[config.mk]
export PLATFORM = sky130hd
export DESIGN_NAME = iic_ctrl
export DESIGN_NICKNAME = d
export VERILOG_FILES = /design/src/verilog/iic_clk_div.v /design/src/verilog/iic_flag.v /design/src/verilog/iic_ctrl.v
export VERILOG_INCLUDE_DIRS = /design/src /design/src/verilog
export SDC_FILE = /design/constraint.sdc
export NUM_CORES = 1
export LEC_CHECK = 0
export ABC_AREA = 0
export BUFFER_PORTS_ARGS = -buffer_cell sky130_fd_sc_hd__buf_2
export CAP_MARGIN = 20
export CORE_UTILIZATION = 55
export DETAILED_ROUTE_END_ITERATION = 16
export HOLD_SLACK_MARGIN = 0.05
export PLACE_DENSITY = 0.73
export SYNTH_ARGS = -nofsm -noshare
export SYNTH_HDL_FRONTEND = slang
export SYNTH_SLANG_ARGS = --single-unit
[constraint.sdc]
create_clock -name clk -period 3.5 [get_ports clk]
set_clock_uncertainty 0.05 [all_clocks]
set_input_delay 0.175 -clock clk [delete_from_list [all_inputs] [get_ports clk]]
set_output_delay 0.175 -clock clk [all_outputs]
set_load 0.01 [all_outputs]
[src/verilog/iic_consts.vh]
// constants for the two-wire bus control and status block
`ifndef IIC_CONSTS_VH
`define IIC_CONSTS_VH
// register offsets on the plain register port
`define IIC_OFS_CONTROL 3'h0
`define IIC_OFS_STATUS 3'h1
`define IIC_OFS_DATA 3'h2
`define IIC_OFS_MODE 3'h3
`define IIC_OFS_STC 3'h4
// bus_control fields
`define IIC_CR_ENABLE 7
`define IIC_CR_IRQEN 6
`define IIC_CR_MASTER 5
`define IIC_CR_TRANSMIT 4
`define IIC_CR_ACKMODE 3
`define IIC_CR_CLK_HI 2
`define IIC_CR_CLK_LO 0
// bus_status fields
`define IIC_SR_BUSY 7
`define IIC_SR_IRQ 6
`define IIC_SR_COND 5
`define IIC_SR_ARB 3
`define IIC_SR_ADDR 2
`define IIC_SR_GCALL 1
`define IIC_SR_ACK 0
// mode / own address fields
`define IIC_MR_LSB 7
`define IIC_MR_WAIT 6
`define IIC_MR_BC_HI 2
`define IIC_MR_BC_LO 0
`define IIC_MR_RSV 3'h7
// serial_timer_control fields
`define IIC_STC_EXTRA 7
`define IIC_STC_RANGE0 5
// reset values
`define IIC_RST_CONTROL 8'h00
`define IIC_RST_STATUS_HI 2'h3
`define IIC_RST_STC 8'h00
`define IIC_RST_OWN 8'h00
// general call address byte
`define IIC_GCALL_ADDR 8'h00
// scl divisors, peripheral clock cycles per scl period
`define IIC_DIV_00 9'h01c
`define IIC_DIV_01 9'h028
`define IIC_DIV_02 9'h030
`define IIC_DIV_03 9'h040
`define IIC_DIV_04 9'h050
`define IIC_DIV_05 9'h064
`define IIC_DIV_06 9'h070
`define IIC_DIV_07 9'h080
`define IIC_DIV_10 9'h038
`define IIC_DIV_11 9'h050
`define IIC_DIV_12 9'h060
`define IIC_DIV_13 9'h080
`define IIC_DIV_14 9'h0a0
`define IIC_DIV_15 9'h0c8
`define IIC_DIV_16 9'h0e0
`define IIC_DIV_17 9'h100
`endif

[src/verilog/iic_clk_div.v]
// half-period tick generator for master scl
`include "iic_consts.vh"
module iic_clk_div (
	input wire clk,
	input wire rst,
	input wire run,
	input wire [3:0] sel,
	output wire tick
);
	reg [8:0] div;
	reg [7:0] cnt_reg;
	wire [7:0] half;

	// divisor table, range bit on top
	always @*
	begin
		case (sel)
			4'h0: div = `IIC_DIV_00;
			4'h1: div = `IIC_DIV_01;
			4'h2: div = `IIC_DIV_02;
			4'h3: div = `IIC_DIV_03;
			4'h4: div = `IIC_DIV_04;
			4'h5: div = `IIC_DIV_05;
			4'h6: div = `IIC_DIV_06;
			4'h7: div = `IIC_DIV_07;
			4'h8: div = `IIC_DIV_10;
			4'h9: div = `IIC_DIV_11;
			4'ha: div = `IIC_DIV_12;
			4'hb: div = `IIC_DIV_13;
			4'hc: div = `IIC_DIV_14;
			4'hd: div = `IIC_DIV_15;
			4'he: div = `IIC_DIV_16;
			default: div = `IIC_DIV_17;
		endcase
	end

	assign half = div[8:1];
	assign tick = run & (cnt_reg == half - 8'h01);

	// free count, restarted when idle or at each tick
	always @(posedge clk or posedge rst)
	begin
		if (rst)
			cnt_reg <= 8'h00;
		else if (~run | tick)
			cnt_reg <= 8'h00;
		else
			cnt_reg <= cnt_reg + 8'h01;
	end
endmodule

[src/verilog/iic_flag.v]
// sticky status flag, cleared by read-as-one then write-zero
module iic_flag (
	input wire clk,
	input wire rst,
	input wire set,
	input wire auto_clr,
	input wire read_seen,
	input wire write_zero,
	output reg flag
);
	reg armed_reg;
	wire sw_clr;

	assign sw_clr = write_zero & armed_reg;

	// set wins over any clear in the same cycle
	always @(posedge clk or posedge rst)
	begin
		if (rst)
		begin
			flag <= 1'b0;
			armed_reg <= 1'b0;
		end
		else
		begin
			flag <= set | (flag & ~(auto_clr | sw_clr));
			if (set | auto_clr | sw_clr)
				armed_reg <= 1'b0;
			else if (read_seen & flag)
				armed_reg <= 1'b1;
		end
	end
endmodule

[src/verilog/iic_ctrl.v]
// two-wire bus interface: mode, status, framing and master clock
// Function
// - master and transmit select give slave/master receive/transmit; reset is slave receive
// - arbitration loss clears master and transmit select
// - addressed slave takes transmit direction from first byte's direction bit
// - frame is bit count plus acknowledge, or bit count only in serial mode
// - master scl divides clock by table chosen by range and divider select
// - busy set on start condition, cleared on stop condition
// - busy one with strobe zero requests start; both zero requests stop
// - busy writes ignored in slave mode
// - irq flag at transfer end, address match, arbitration loss
// - addressed slave irq on match and each end until start or stop
// - flags cleared by read as one then write zero; irq flag by nothing else
// - data write when transmitting or data read when receiving clears arbitration, address and general call flags
// - arbitration lost on sda mismatch at rise or scl high at fall
// - address match on own address or general call in first byte
// - general call flag on first byte equal to general call address
// - acknowledge captured when transmitting, driven when receiving; read by direction
// - strobe bit and reserved bit read one, writes not stored
// - extra buffer select gives port bits bus drive buffers
// - status resets to 30 hex, serial timer control to 00
// - cpu interrupt passes only with irq enable set
// - enable drives the pins; disabled releases both and stops
// - bit count cleared at reset, start and end of each frame
`include "iic_consts.vh"
module iic_ctrl (
	input wire clk,
	input wire rst,
	input wire [2:0] addr,
	input wire [7:0] wdata,
	input wire wr,
	input wire rd,
	output reg [7:0] rdata,
	input wire scl_in,
	output wire scl_out,
	output wire scl_oe_n,
	input wire sda_in,
	output wire sda_out,
	output wire sda_oe_n,
	output wire port_bus_drive,
	output wire irq
);
	localparam ST_IDLE = 2'h0;
	localparam ST_XFER = 2'h1;
	localparam ST_HOLD = 2'h2;
	localparam G_NONE = 3'h0;
	localparam G_START_REL = 3'h1;
	localparam G_START_SDA = 3'h2;
	localparam G_START_SCL = 3'h3;
	localparam G_STOP_SDA = 3'h4;
	localparam G_STOP_SCL = 3'h5;
	localparam G_STOP_REL = 3'h6;

	reg enable_reg;
	reg irq_enable_reg;
	reg master_reg;
	reg transmit_reg;
	reg ack_mode_reg;
	reg [2:0] cks_reg;
	reg [7:0] stc_reg;
	reg lsb_first_reg;
	reg wait_reg;
	reg [2:0] bit_count_reg;
	reg [6:0] own_addr_reg;
	reg format_reg;
	reg ack_sw_reg;
	reg ack_bus_reg;
	reg busy_reg;
	reg [7:0] data_shift_reg;
	reg [1:0] st_reg;
	reg [2:0] gen_reg;
	reg [3:0] bit_pos_reg;
	reg first_byte_reg;
	reg addressed_reg;
	reg scl_low_reg;
	reg sda_low_reg;
	reg scl_prev_reg;
	reg sda_prev_reg;

	wire ctrl_wr;
	wire status_wr;
	wire status_rd;
	wire data_wr;
	wire data_rd;
	wire mode_wr;
	wire stc_wr;
	wire start_det;
	wire stop_det;
	wire scl_rise;
	wire scl_fall;
	wire tick;
	wire go;
	wire [3:0] data_bits;
	wire [3:0] frame_len;
	wire [3:0] pos_inc;
	wire in_data;
	wire frame_end;
	wire addr_check;
	wire [7:0] byte_in;
	wire match_gc;
	wire match_own;
	wire addr_match;
	wire arb_lost;
	wire cond_wr;
	wire [7:0] tx_byte;
	wire irq_f;
	wire al_f;
	wire aas_f;
	wire adz_f;
	wire irq_set;

	// register port decode
	assign ctrl_wr = wr & (addr == `IIC_OFS_CONTROL);
	assign status_wr = wr & (addr == `IIC_OFS_STATUS);
	assign status_rd = rd & (addr == `IIC_OFS_STATUS);
	assign data_wr = wr & (addr == `IIC_OFS_DATA);
	assign data_rd = rd & (addr == `IIC_OFS_DATA);
	assign mode_wr = wr & (addr == `IIC_OFS_MODE);
	assign stc_wr = wr & (addr == `IIC_OFS_STC);

	// bus condition and edge detection on the sampled lines
	assign start_det = scl_prev_reg & scl_in & sda_prev_reg & ~sda_in;
	assign stop_det = scl_prev_reg & scl_in & ~sda_prev_reg & sda_in;
	assign scl_rise = ~scl_prev_reg & scl_in;
	assign scl_fall = scl_prev_reg & ~scl_in;

	// frame geometry; first byte after a start is always eight bits
	assign data_bits = first_byte_reg ? 4'h8 :
		((bit_count_reg == 3'h0) ? 4'h8 : {1'b0, bit_count_reg});
	assign frame_len = data_bits + (ack_mode_reg ? 4'h0 : 4'h1);
	assign pos_inc = bit_pos_reg + 4'h1;
	assign in_data = bit_pos_reg < data_bits;
	assign frame_end = (st_reg == ST_XFER) & scl_rise & (pos_inc == frame_len);

	// data register access that starts the next frame
	assign go = (transmit_reg & data_wr) | (~transmit_reg & data_rd);
	assign tx_byte = data_wr ? wdata : data_shift_reg;

	// slave address recognition on the eighth bit of the first byte
	assign byte_in = {data_shift_reg[6:0], sda_in};
	assign addr_check = (st_reg == ST_XFER) & scl_rise & first_byte_reg &
		(bit_pos_reg == 4'h7) & ~master_reg & ~format_reg & ~transmit_reg;
	assign match_gc = byte_in == `IIC_GCALL_ADDR;
	assign match_own = byte_in[7:1] == own_addr_reg;
	assign addr_match = addr_check & (match_own | match_gc);

	// arbitration watch while this end transmits as master
	assign arb_lost = enable_reg & master_reg & transmit_reg & (st_reg == ST_XFER) &
		((scl_rise & in_data & ~sda_low_reg & ~sda_in) |
		(scl_fall & ~scl_low_reg & (gen_reg == G_NONE)));

	// condition request; slave mode drops it entirely
	assign cond_wr = status_wr & enable_reg & master_reg & ~wdata[`IIC_SR_COND];

	// irq sources, slave only while addressed or non-addressed format
	assign irq_set = (frame_end & (master_reg | format_reg | addressed_reg)) |
		addr_match | arb_lost;

	// value to drive for bit position pos of the frame
	function drive_low_for;
		input [3:0] pos;
		begin
			if (pos < data_bits)
				drive_low_for = transmit_reg & ~(lsb_first_reg ? tx_byte[pos[2:0]] :
					tx_byte[3'h7 - pos[2:0]]);
			else if (ack_mode_reg)
				drive_low_for = 1'b0;
			else if (first_byte_reg & addressed_reg)
				drive_low_for = 1'b1;
			else
				drive_low_for = ~transmit_reg & ~ack_sw_reg;
		end
	endfunction

	iic_clk_div u_div (
		.clk(clk),
		.rst(rst),
		.run(enable_reg & master_reg),
		.sel({stc_reg[`IIC_STC_RANGE0], cks_reg}),
		.tick(tick)
	);

	iic_flag u_irq (
		.clk(clk),
		.rst(rst),
		.set(irq_set),
		.auto_clr(1'b0),
		.read_seen(status_rd),
		.write_zero(status_wr & ~wdata[`IIC_SR_IRQ]),
		.flag(irq_f)
	);

	iic_flag u_al (
		.clk(clk),
		.rst(rst),
		.set(arb_lost),
		.auto_clr(go),
		.read_seen(status_rd),
		.write_zero(status_wr & ~wdata[`IIC_SR_ARB]),
		.flag(al_f)
	);

	iic_flag u_aas (
		.clk(clk),
		.rst(rst),
		.set(addr_match),
		.auto_clr(go),
		.read_seen(status_rd),
		.write_zero(status_wr & ~wdata[`IIC_SR_ADDR]),
		.flag(aas_f)
	);

	iic_flag u_adz (
		.clk(clk),
		.rst(rst),
		.set(addr_check & match_gc),
		.auto_clr(go),
		.read_seen(status_rd),
		.write_zero(status_wr & ~wdata[`IIC_SR_GCALL]),
		.flag(adz_f)
	);

	// bus_control; hardware updates take priority over software
	always @(posedge clk or posedge rst)
	begin
		if (rst)
		begin
			{enable_reg, irq_enable_reg, master_reg, transmit_reg, ack_mode_reg,
				cks_reg} <= `IIC_RST_CONTROL;
		end
		else
		begin
			if (ctrl_wr)
			begin
				enable_reg <= wdata[`IIC_CR_ENABLE];
				irq_enable_reg <= wdata[`IIC_CR_IRQEN];
				ack_mode_reg <= wdata[`IIC_CR_ACKMODE];
				cks_reg <= wdata[`IIC_CR_CLK_HI:`IIC_CR_CLK_LO];
			end
			if (arb_lost)
			begin
				master_reg <= 1'b0;
				transmit_reg <= 1'b0;
			end
			else if (addr_match & ~match_gc)
				transmit_reg <= byte_in[0];
			else if (ctrl_wr)
			begin
				master_reg <= wdata[`IIC_CR_MASTER];
				transmit_reg <= wdata[`IIC_CR_TRANSMIT];
			end
		end
	end

	// mode, own address, serial_timer_control, acknowledge and busy
	always @(posedge clk or posedge rst)
	begin
		if (rst)
		begin
			stc_reg <= `IIC_RST_STC;
			lsb_first_reg <= 1'b0;
			wait_reg <= 1'b0;
			bit_count_reg <= 3'h0;
			{own_addr_reg, format_reg} <= `IIC_RST_OWN;
			ack_sw_reg <= 1'b0;
			ack_bus_reg <= 1'b0;
			busy_reg <= 1'b0;
		end
		else
		begin
			if (stc_wr)
				stc_reg <= wdata;
			if (mode_wr & ~enable_reg)
				{own_addr_reg, format_reg} <= wdata;
			if (mode_wr & enable_reg)
			begin
				lsb_first_reg <= wdata[`IIC_MR_LSB];
				wait_reg <= wdata[`IIC_MR_WAIT];
			end
			if (start_det | frame_end)
				bit_count_reg <= 3'h0;
			else if (mode_wr & enable_reg)
				bit_count_reg <= wdata[`IIC_MR_BC_HI:`IIC_MR_BC_LO];
			if (status_wr)
				ack_sw_reg <= wdata[`IIC_SR_ACK];
			if ((st_reg == ST_XFER) & scl_rise & ~in_data & transmit_reg)
				ack_bus_reg <= sda_in;
			if (start_det)
				busy_reg <= 1'b1;
			else if (stop_det)
				busy_reg <= 1'b0;
		end
	end

	// line sampling for edge and condition detection
	always @(posedge clk or posedge rst)
	begin
		if (rst)
		begin
			scl_prev_reg <= 1'b1;
			sda_prev_reg <= 1'b1;
		end
		else
		begin
			scl_prev_reg <= scl_in;
			sda_prev_reg <= sda_in;
		end
	end

	// frame engine, master clock and condition generator
	always @(posedge clk or posedge rst)
	begin
		if (rst)
		begin
			st_reg <= ST_IDLE;
			gen_reg <= G_NONE;
			bit_pos_reg <= 4'h0;
			first_byte_reg <= 1'b0;
			addressed_reg <= 1'b0;
			scl_low_reg <= 1'b0;
			sda_low_reg <= 1'b0;
			data_shift_reg <= 8'h00;
		end
		else if (~enable_reg | arb_lost)
		begin
			st_reg <= ST_IDLE;
			gen_reg <= G_NONE;
			addressed_reg <= 1'b0;
			scl_low_reg <= 1'b0;
			sda_low_reg <= 1'b0;
			if (data_wr)
				data_shift_reg <= wdata;
		end
		else
		begin
			if (data_wr)
				data_shift_reg <= wdata;
			if (start_det)
			begin
				st_reg <= master_reg ? ST_HOLD : ST_XFER;
				bit_pos_reg <= 4'h0;
				first_byte_reg <= 1'b1;
				addressed_reg <= 1'b0;
			end
			else if (stop_det)
			begin
				st_reg <= ST_IDLE;
				first_byte_reg <= 1'b0;
				addressed_reg <= 1'b0;
				sda_low_reg <= 1'b0;
			end
			else
			begin
				case (st_reg)
					ST_HOLD:
					begin
						// slave stretches scl until software services data
						if (scl_fall & ~master_reg)
							scl_low_reg <= 1'b1;
						if (go)
						begin
							st_reg <= ST_XFER;
							bit_pos_reg <= 4'h0;
							sda_low_reg <= drive_low_for(4'h0);
							if (~master_reg)
								scl_low_reg <= 1'b0;
						end
					end
					ST_XFER:
					begin
						// slave follows external scl edges only
						if (scl_rise)
						begin
							bit_pos_reg <= pos_inc;
							if (in_data & ~transmit_reg)
								data_shift_reg <= lsb_first_reg ?
									{sda_in, data_shift_reg[7:1]} : byte_in;
							if (addr_match)
								addressed_reg <= 1'b1;
							else if (addr_check)
								st_reg <= ST_IDLE;
							if (frame_end)
							begin
								st_reg <= ST_HOLD;
								first_byte_reg <= 1'b0;
								bit_pos_reg <= 4'h0;
							end
						end
						if (scl_fall)
							sda_low_reg <= drive_low_for(bit_pos_reg);
					end
					default:
					begin
						sda_low_reg <= 1'b0;
					end
				endcase
				// master scl: release in transfer, pull low after high
				if (master_reg & (gen_reg == G_NONE) & (st_reg != ST_IDLE) & tick)
				begin
					if (scl_low_reg)
						scl_low_reg <= st_reg != ST_XFER;
					else if (scl_in)
						scl_low_reg <= 1'b1;
				end
			end
			// start and stop sequencing on the divider ticks
			if (cond_wr)
				gen_reg <= wdata[`IIC_SR_BUSY] ? G_START_REL : G_STOP_SDA;
			else if (tick)
			begin
				case (gen_reg)
					G_START_REL:
					begin
						sda_low_reg <= 1'b0;
						scl_low_reg <= 1'b0;
						gen_reg <= G_START_SDA;
					end
					G_START_SDA:
					begin
						if (scl_in & sda_in)
						begin
							sda_low_reg <= 1'b1;
							gen_reg <= G_START_SCL;
						end
					end
					G_START_SCL:
					begin
						scl_low_reg <= 1'b1;
						gen_reg <= G_NONE;
					end
					G_STOP_SDA:
					begin
						scl_low_reg <= 1'b1;
						sda_low_reg <= 1'b1;
						gen_reg <= G_STOP_SCL;
					end
					G_STOP_SCL:
					begin
						scl_low_reg <= 1'b0;
						gen_reg <= G_STOP_REL;
					end
					G_STOP_REL:
					begin
						if (scl_in)
						begin
							sda_low_reg <= 1'b0;
							gen_reg <= G_NONE;
						end
					end
					default:
					begin
						gen_reg <= G_NONE;
					end
				endcase
			end
		end
	end

	// read data, valid only in the cycle after the read strobe
	always @(posedge clk or posedge rst)
	begin
		if (rst)
			rdata <= 8'h00;
		else if (rd)
		begin
			case (addr)
				`IIC_OFS_CONTROL: rdata <= {enable_reg, irq_enable_reg, master_reg,
					transmit_reg, ack_mode_reg, cks_reg};
				`IIC_OFS_STATUS: rdata <= {busy_reg, irq_f, `IIC_RST_STATUS_HI, al_f, aas_f,
					adz_f, transmit_reg ? ack_bus_reg : ack_sw_reg};
				`IIC_OFS_DATA: rdata <= data_shift_reg;
				`IIC_OFS_MODE: rdata <= enable_reg ?
					{lsb_first_reg, wait_reg, `IIC_MR_RSV, bit_count_reg} :
					{own_addr_reg, format_reg};
				`IIC_OFS_STC: rdata <= stc_reg;
				default: rdata <= 8'h00;
			endcase
		end
		else
			rdata <= 8'h00;
	end

	// open-drain pins: only ever pull low
	assign scl_out = 1'b0;
	assign sda_out = 1'b0;
	assign scl_oe_n = ~(enable_reg & scl_low_reg);
	assign sda_oe_n = ~(enable_reg & sda_low_reg);
	assign port_bus_drive = stc_reg[`IIC_STC_EXTRA];
	assign irq = irq_f & irq_enable_reg;
endmodule

==> impl_metrics.json, run 1 <==
{
  "outcome": "complete, no violations",
  "synth_cells": 567,
  "buffer_ports.inserted": 28,
  "number_of_antenna_violations_at_the_first_check_in_global_routing": 0,
  "core_region_area_um2": 9370,
  "io_pins": 31,
  "power_density_over_cell_area_nw_per_um2": 574,
  "count_of_warnings_emitted_by_yosys": 0,
  "grt_pass1_wl_um": 21700,
  "final-setup-viol-count": 0,
  "timing.critical_path.from_type": "register",
  "timing.critical_path.max_delay_family": "simple AND/OR/NAND/NOR gates",
  "synth-seq-cells": 79,
  "timing_hold_violations_final": 0,
  "placedCellCount": 693,
  "unrepaired_setup_endpoints_after_global_routing": "no",
  "die_y_um": 101,
  "drc": 0,
  "worstMarginPinSlew_ns": 0.906,
  "synth-seq-area-share_pct": 36.8,
  "die_width_um": 101,
  "drv_slew": 0,
  "synth.lib_cells_used.distinct": 72,
  "antenna_cells": 0,
  "synthDominantCellAreaShare_pct": 35.9,
  "synth_top_cells_by_area": "dfrtp_1 (36%), mux2i_1 (7.8%), mux2_2 (6.3%), nand2_1 (4.1%), ha_1 (3.3%)",
  "min_period_ns": 3.24,
  "routedWlPerCell_um": 18.8,
  "numClockSinks": 79,
  "maxClockFrequency_ghz": 0.309,
  "cts_post_setup_buffers_inserted": 0,
  "end_kind": "register",
  "core.rowCount": 35,
  "critical_path_arrival_ns": 3.43,
  "insertion_delay_ns": 0.36,
  "max_cap_viol_count": 0,
  "dr.pass1.iters": 5,
  "drive_gt1_share_pct": 18.5,
  "timing.critical_path.slowest_stage_cell": "dfrtp_2",
  "route.vias.total": 4435,
  "synth_flop_cell": "dfrtp_1",
  "route.final.wire_length_um": 13400,
  "cts.path.max_buffers": 2,
  "layout-area-overhead-vs-synth_pct": 7.85,
  "vdd.ir_drop.worst_mv": 0.386,
  "crit_path_cell_trace": "inv_1 > ha_1 > mux2i_1 > or2_2 > ha_1 > xor2_1 > o211ai_1 > a21oi_2 > o2111ai_1 > nor4b_2 > mux2_2 > nor3_1 > nor4_2",
  "synth_async_sr_flop_share_pct": 100,
  "crit_path_max_fanout": 9,
  "design.die.area_um2": 10200,
  "route.antenna.remaining_nets": 0,
  "final_cell_count_no_fill": 712,
  "clkSlewWorstSetupHoldPaths_ns": 0.09,
  "critical-path-max-stage-delay_ns": 0.49,
  "pin_count_of_the_biggest_net_entering_global_routing": 53,
  "min_period_over_period_pct": 92.5,
  "critical_path_class": "reg -> reg",
  "root_buffer": "clkbuf_8",
  "fin_tns_setup_ns": 0,
  "syn_area_per_cell_um2": 9.48,
  "via_count_of_the_first_global_routing_pass": 4144,
  "yosys.area.top_type": "dfrtp_1",
  "grt_usage_pct": 28.0,
  "worst_slew_margin_rel_pct": 39.6,
  "first_iter_violations": 352,
  "power_leakage_nw": 2.50,
  "synthMostInstantiatedCell": "dfrtp_1",
  "place_congestion": 0.912,
  "netlist_area_um2": 5370,
  "floorplan.initialDensity_pct": 57.3,
  "synth_edf_count": 0,
  "fin_nets": 610,
  "grt_overflow_total": 0,
  "routed_via_density": 6.23,
  "crit_buf_inv": 1,
  "critPathMostFrequentCell": "ha_1",
  "place_hpwl_um": 9500,
  "synth.top_cells.by_count": "dfrtp_1 (77), nand2_1 (59), mux2i_1 (42)",
  "ctsHtreeMaxLevel": 3,
  "clock_tree_from_tritoncts": "built",
  "worstPathRequired_ns": 3.69,
  "hp-class": "in -> reg",
  "cts_buffers": 9
}
-- worst reg2reg max path, delay by kind of cell (launching register included) --
| kind | cells | cell delay, ns |
|---|---|---|
| flip-flops | 1 | 0.49 |
| AND/OR/NAND/NOR | 4 | 0.83 |
| buffers and inverters | 1 | 0.13 |
| AO/OA/AOI/OAI | 3 | 0.45 |
| XOR/XNOR | 1 | 0.13 |
| adder cells (fa/ha/maj) | 2 | 0.54 |
| multiplexers | 2 | 0.50 |
-- worst paths after layout --
kind                                     end  slack, ns  cells after the start        from
max reg2reg                      scl_low_reg       0.26                     13  cks_reg[0]
max                              scl_low_reg       0.26                     13  cks_reg[0]
min reg2reg                         busy_reg       0.46                      2    busy_reg
min                               stc_reg[5]       0.11                      3    wdata[5]
max in group asynchronous  data_shift_reg[6]       2.06                      4         rst
min in group asynchronous     irq_enable_reg       0.47                      3         rst
-- routing by layer --
layer	up-vias	global-route usage [%]	wire length (µm)
met1	2187	40.4	6110
met4	0	10.4	292
met2	159	43.5	6300
met5	-	0	0
li1	2065	-	-
met3	24	3.19	691
-- final cells by class --
cell class              count  area (µm²)
multi-input cells         437        3160
clock inverters             6        93.8
inverters                  15        57.6
flip-flops and latches     79        1980
repair buffers             37         218
clock buffers               9         124
well taps                 129         161
fillers                   821        3580
-- cells in the final DEF (no fill, tap or decap), types with 4 or more instances in the layout --
| cell type | count |
|---|---|
| a211oi_1 | 6 |
| a21o_1 | 5 |
| a21oi_1 | 18 |
| a31oi_1 | 6 |
| and2_1 | 4 |
| and3_1 | 12 |
| and3b_1 | 4 |
| buf_2 | 28 |
| buf_4 | 5 |
| clkbuf_8 | 9 |
| dfrtp_1 | 76 |
| dlygate4sd3_1 | 4 |
| ha_1 | 14 |
| inv_1 | 14 |
| mux2_2 | 30 |
| mux2i_1 | 42 |
| mux4_2 | 4 |
| nand2_1 | 59 |
| nand2b_1 | 10 |
| nand3_1 | 17 |
| nand3b_1 | 6 |
| nand4_1 | 4 |
| nand4b_1 | 4 |
| nor2_1 | 39 |
| nor2b_1 | 9 |
| nor3_1 | 16 |
| nor3b_2 | 4 |
| o211ai_1 | 4 |
| o21ai_0 | 28 |
| o21ai_1 | 5 |
| xnor2_1 | 19 |
| xor2_1 | 5 |
-- repair_timing --
item                                   CTS  global route
endpoints found under the hold margin   52             0
resized for setup                        0             2
hold buffers                             4             0
setup endpoints to repair                0             3
-- per-stage QoR --
stage               hold WS, ns  instance area [µm²]  setup slack [ns]  power (mW)  utilization, %
finish                    0.113                 5800             0.262        3.33            61.8
global route              0.121                 5800           0.00859        3.51            61.8
CTS                       0.106                 5790             0.169        3.32            61.8
detailed placement        0.315                 5530             0.182        2.55            59.0
global placement          0.311                 5530             0.377        2.51            59.0
floorplan                 0.129                 5380             0.539        2.26               -
-- power by group --
group	internal, mW	switching (mW)
clock network	0.404	0.363
logic	0.556	0.587
registers	1.10	0.315
total	2.06	1.27
-- cell families (layout without fill, tap and decap cells) --
kind of cell / Yosys count / count (layout) / synth area share (%)
muxes: 76 / 76 / 15.8
and+or+nand+nor: 215 / 215 / 22.3
buffers and inverters: 52 / 67 / 4.63
AOI/OAI and AO/OA: 106 / 106 / 13.2
adders and majority gates: 14 / 14 / 3.26
xor gates and xnor gates: 24 / 24 / 3.91
DFF: 79 / 79 / 36.8
other: 1 / 2 / 0.0698
No activity file was read; power rests on OpenSTA's default activity.
==> run 2: changes to the inputs <==
==> constraint.sdc (replaced) <==
create_clock -name clk -period 3.21 [get_ports clk]
set_clock_uncertainty 0.05 [all_clocks]
set_input_delay 0.1605 -clock clk [delete_from_list [all_inputs] [get_ports clk]]
set_output_delay 0.1605 -clock clk [all_outputs]
set_load 0.01 [all_outputs]
==> run 2 against run 1 <==
  * Register-to-register slack got worse by 0.12 ns
  * Hold slack got worse by 0.022 ns
  * Sequential share of layout area fell by 0.77 points
  * Flip-flop and latch count did not move
  * Cell area rose by 2.3%
  * Utilization rose by 1.4 points
  * Combinational power rose by 18%
  * Die area did not move
  * Worst setup slack got worse by 0.12 ns
  * Global-route usage rose by 0.48 points
  * Via count fell by 0.20%
  * Cell count rose by 1.4%
==> impl_metrics.json, run 2 (synthesis gave the netlist of run 1 again) <==
{
  "outcome": "complete, no violations",
  "clock_tree_from_tritoncts": "built",
  "hp-class": "in -> reg",
  "final_cell_mix": "dfrtp_1 (76), nand2_1 (59), mux2i_1 (42)",
  "maxClockFrequency_ghz": 0.326,
  "core_region_area_um2": 9370,
  "place_congestion": 0.910,
  "final_common_cell": "dfrtp_1",
  "pin_count_of_the_biggest_net_entering_global_routing": 61,
  "dr.pass1.iters": 5,
  "max_cap_viol_count": 0,
  "cts_buffers": 9,
  "drive_gt1_share_pct": 20.7,
  "route.antenna.remaining_nets": 0,
  "fin_hold_ws_ns": 0.0912,
  "vdd.ir_drop.worst_mv": 0.427,
  "floorplan.initialDensity_pct": 57.3,
  "timing.critical_path.from_type": "register",
  "via_count_of_the_first_global_routing_pass": 4326,
  "cts_post_setup_buffers_inserted": 0,
  "route.vias.total": 4426,
  "insertion_delay_ns": 0.36,
  "timing_hold_violations_final": 0,
  "end_kind": "register",
  "number_of_antenna_violations_at_the_first_check_in_global_routing": 0,
  "die_y_um": 101,
  "min_period_over_period_pct": 95.7,
  "fin_nets": 619,
  "layout-area-overhead-vs-synth_pct": 10.3,
  "critical_path_class": "reg -> reg",
  "power_leakage_nw": 2.55,
  "cts.path.max_buffers": 2,
  "grt_usage_pct": 28.5,
  "route.final.wire_length_um": 13500,
  "drc": 0,
  "grt_pass1_wl_um": 22200,
  "min_period_ns": 3.07,
  "worstPathRequired_ns": 3.41,
  "crit_path_max_fanout": 4,
  "io_pins": 31,
  "final_cell_count_no_fill": 722,
  "power_density_over_cell_area_nw_per_um2": 628,
  "grt_overflow_total": 0,
  "numClockSinks": 79,
  "first_iter_violations": 285,
  "routed_via_density": 6.13,
  "critical_path_arrival_ns": 3.27,
  "antenna_cells": 0,
  "unrepaired_setup_endpoints_after_global_routing": "no",
  "worst_slew_margin_rel_pct": 42.4,
  "placedCellCount": 701,
  "die_width_um": 101,
  "design.die.area_um2": 10200,
  "fin_tns_setup_ns": 0,
  "place_hpwl_um": 9640,
  "final-setup-viol-count": 0,
  "core.rowCount": 35,
  "ctsHtreeMaxLevel": 3,
  "routedWlPerCell_um": 18.7,
  "clkSlewWorstSetupHoldPaths_ns": 0.09,
  "root_buffer": "clkbuf_8",
  "worstMarginPinSlew_ns": 0.852,
  "buffer_ports.inserted": 28,
  "drv_slew": 0
}
run 2: cell types whose count changed in the layout (fill, tap and decap cells not counted), sizes merged:
| cell | previous run | this run |
|---|---|---|
| buf | 33 | 42 |
| clkbuf | 9 | 10 |
| clkinv | 2 | 1 |
| clkinvlp | 1 | 3 |
| inv | 16 | 15 |
run 2: metrics by stage:
stage	utilization (%)	power, mW	instance area (µm²)	worst slack (ns)
finish	63.3	3.72	5930	0.139
global placement	59.7	2.76	5590	0.221
detailed placement	59.7	2.81	5590	0.0482
global route	63.3	3.92	5930	0.00922
floorplan	-	2.47	5380	0.249
CTS	62.5	3.69	5860	0.0252
run 2: final cells by class:
class | count | area, µm²
Timing Repair Buffer | 46 | 305
Fill cell | 820 | 3440
Tap cell | 129 | 161
Multi-Input combinational cell | 437 | 3200
Inverter | 15 | 57.6
Clock buffer | 10 | 138
Clock inverter | 6 | 91.3
Sequential cell | 79 | 1980
run 2: worst max-delay path: stages, from the launching register on:
cell	delay, ns
dfrtp_2	0.45
inv_2	0.11
ha_4	0.16
mux2i_1	0.09
or2_2	0.28
ha_1	0.31
xor2_1	0.14
o211ai_1	0.12
a21oi_2	0.17
o2111ai_2	0.15
nor4b_2	0.39
mux2_4	0.35
mux2i_1	0.16
nor4_2	0.05
run 2: worst paths after layout:
kind,start,to,slack (ns),cells after the start
setup / recovery,cks_reg[0],scl_low_reg,0.14,13
hold reg to reg,busy_reg,busy_reg,0.45,2
setup reg to reg,cks_reg[0],scl_low_reg,0.14,13
hold / removal,wdata[4],stc_reg[4],0.09,2
min in group asynchronous,rst,stc_reg[6],0.16,3
max in group asynchronous,rst,sda_prev_reg,2.15,5
run 2: where the power goes:
group | switching, mW | internal, mW | total (mW)
Sequential | 0.315 | 1.20 | 1.52
Combinational | 0.698 | 0.641 | 1.34
Clock | 0.405 | 0.462 | 0.867
Total | 1.42 | 2.31 | 3.72
run 2: timing repair:
| item | CTS | global route |
|---|---|---|
| endpoints found under the setup margin | 0 | 3 |
| hold buffers | 4 | 0 |
| hold endpoints to repair | 63 | 0 |
| resized for setup | 0 | 10 |
run 2: layer usage:
metal	vias up	track usage (%)	share of wire (%)	wire (µm)
met3	35	5.83	6.2	843
li1	2078	-	-	-
met1	2150	39.5	46	6170
met2	163	44.6	46	6180
met5	-	0	0	0
met4	0	9.36	2.5	333
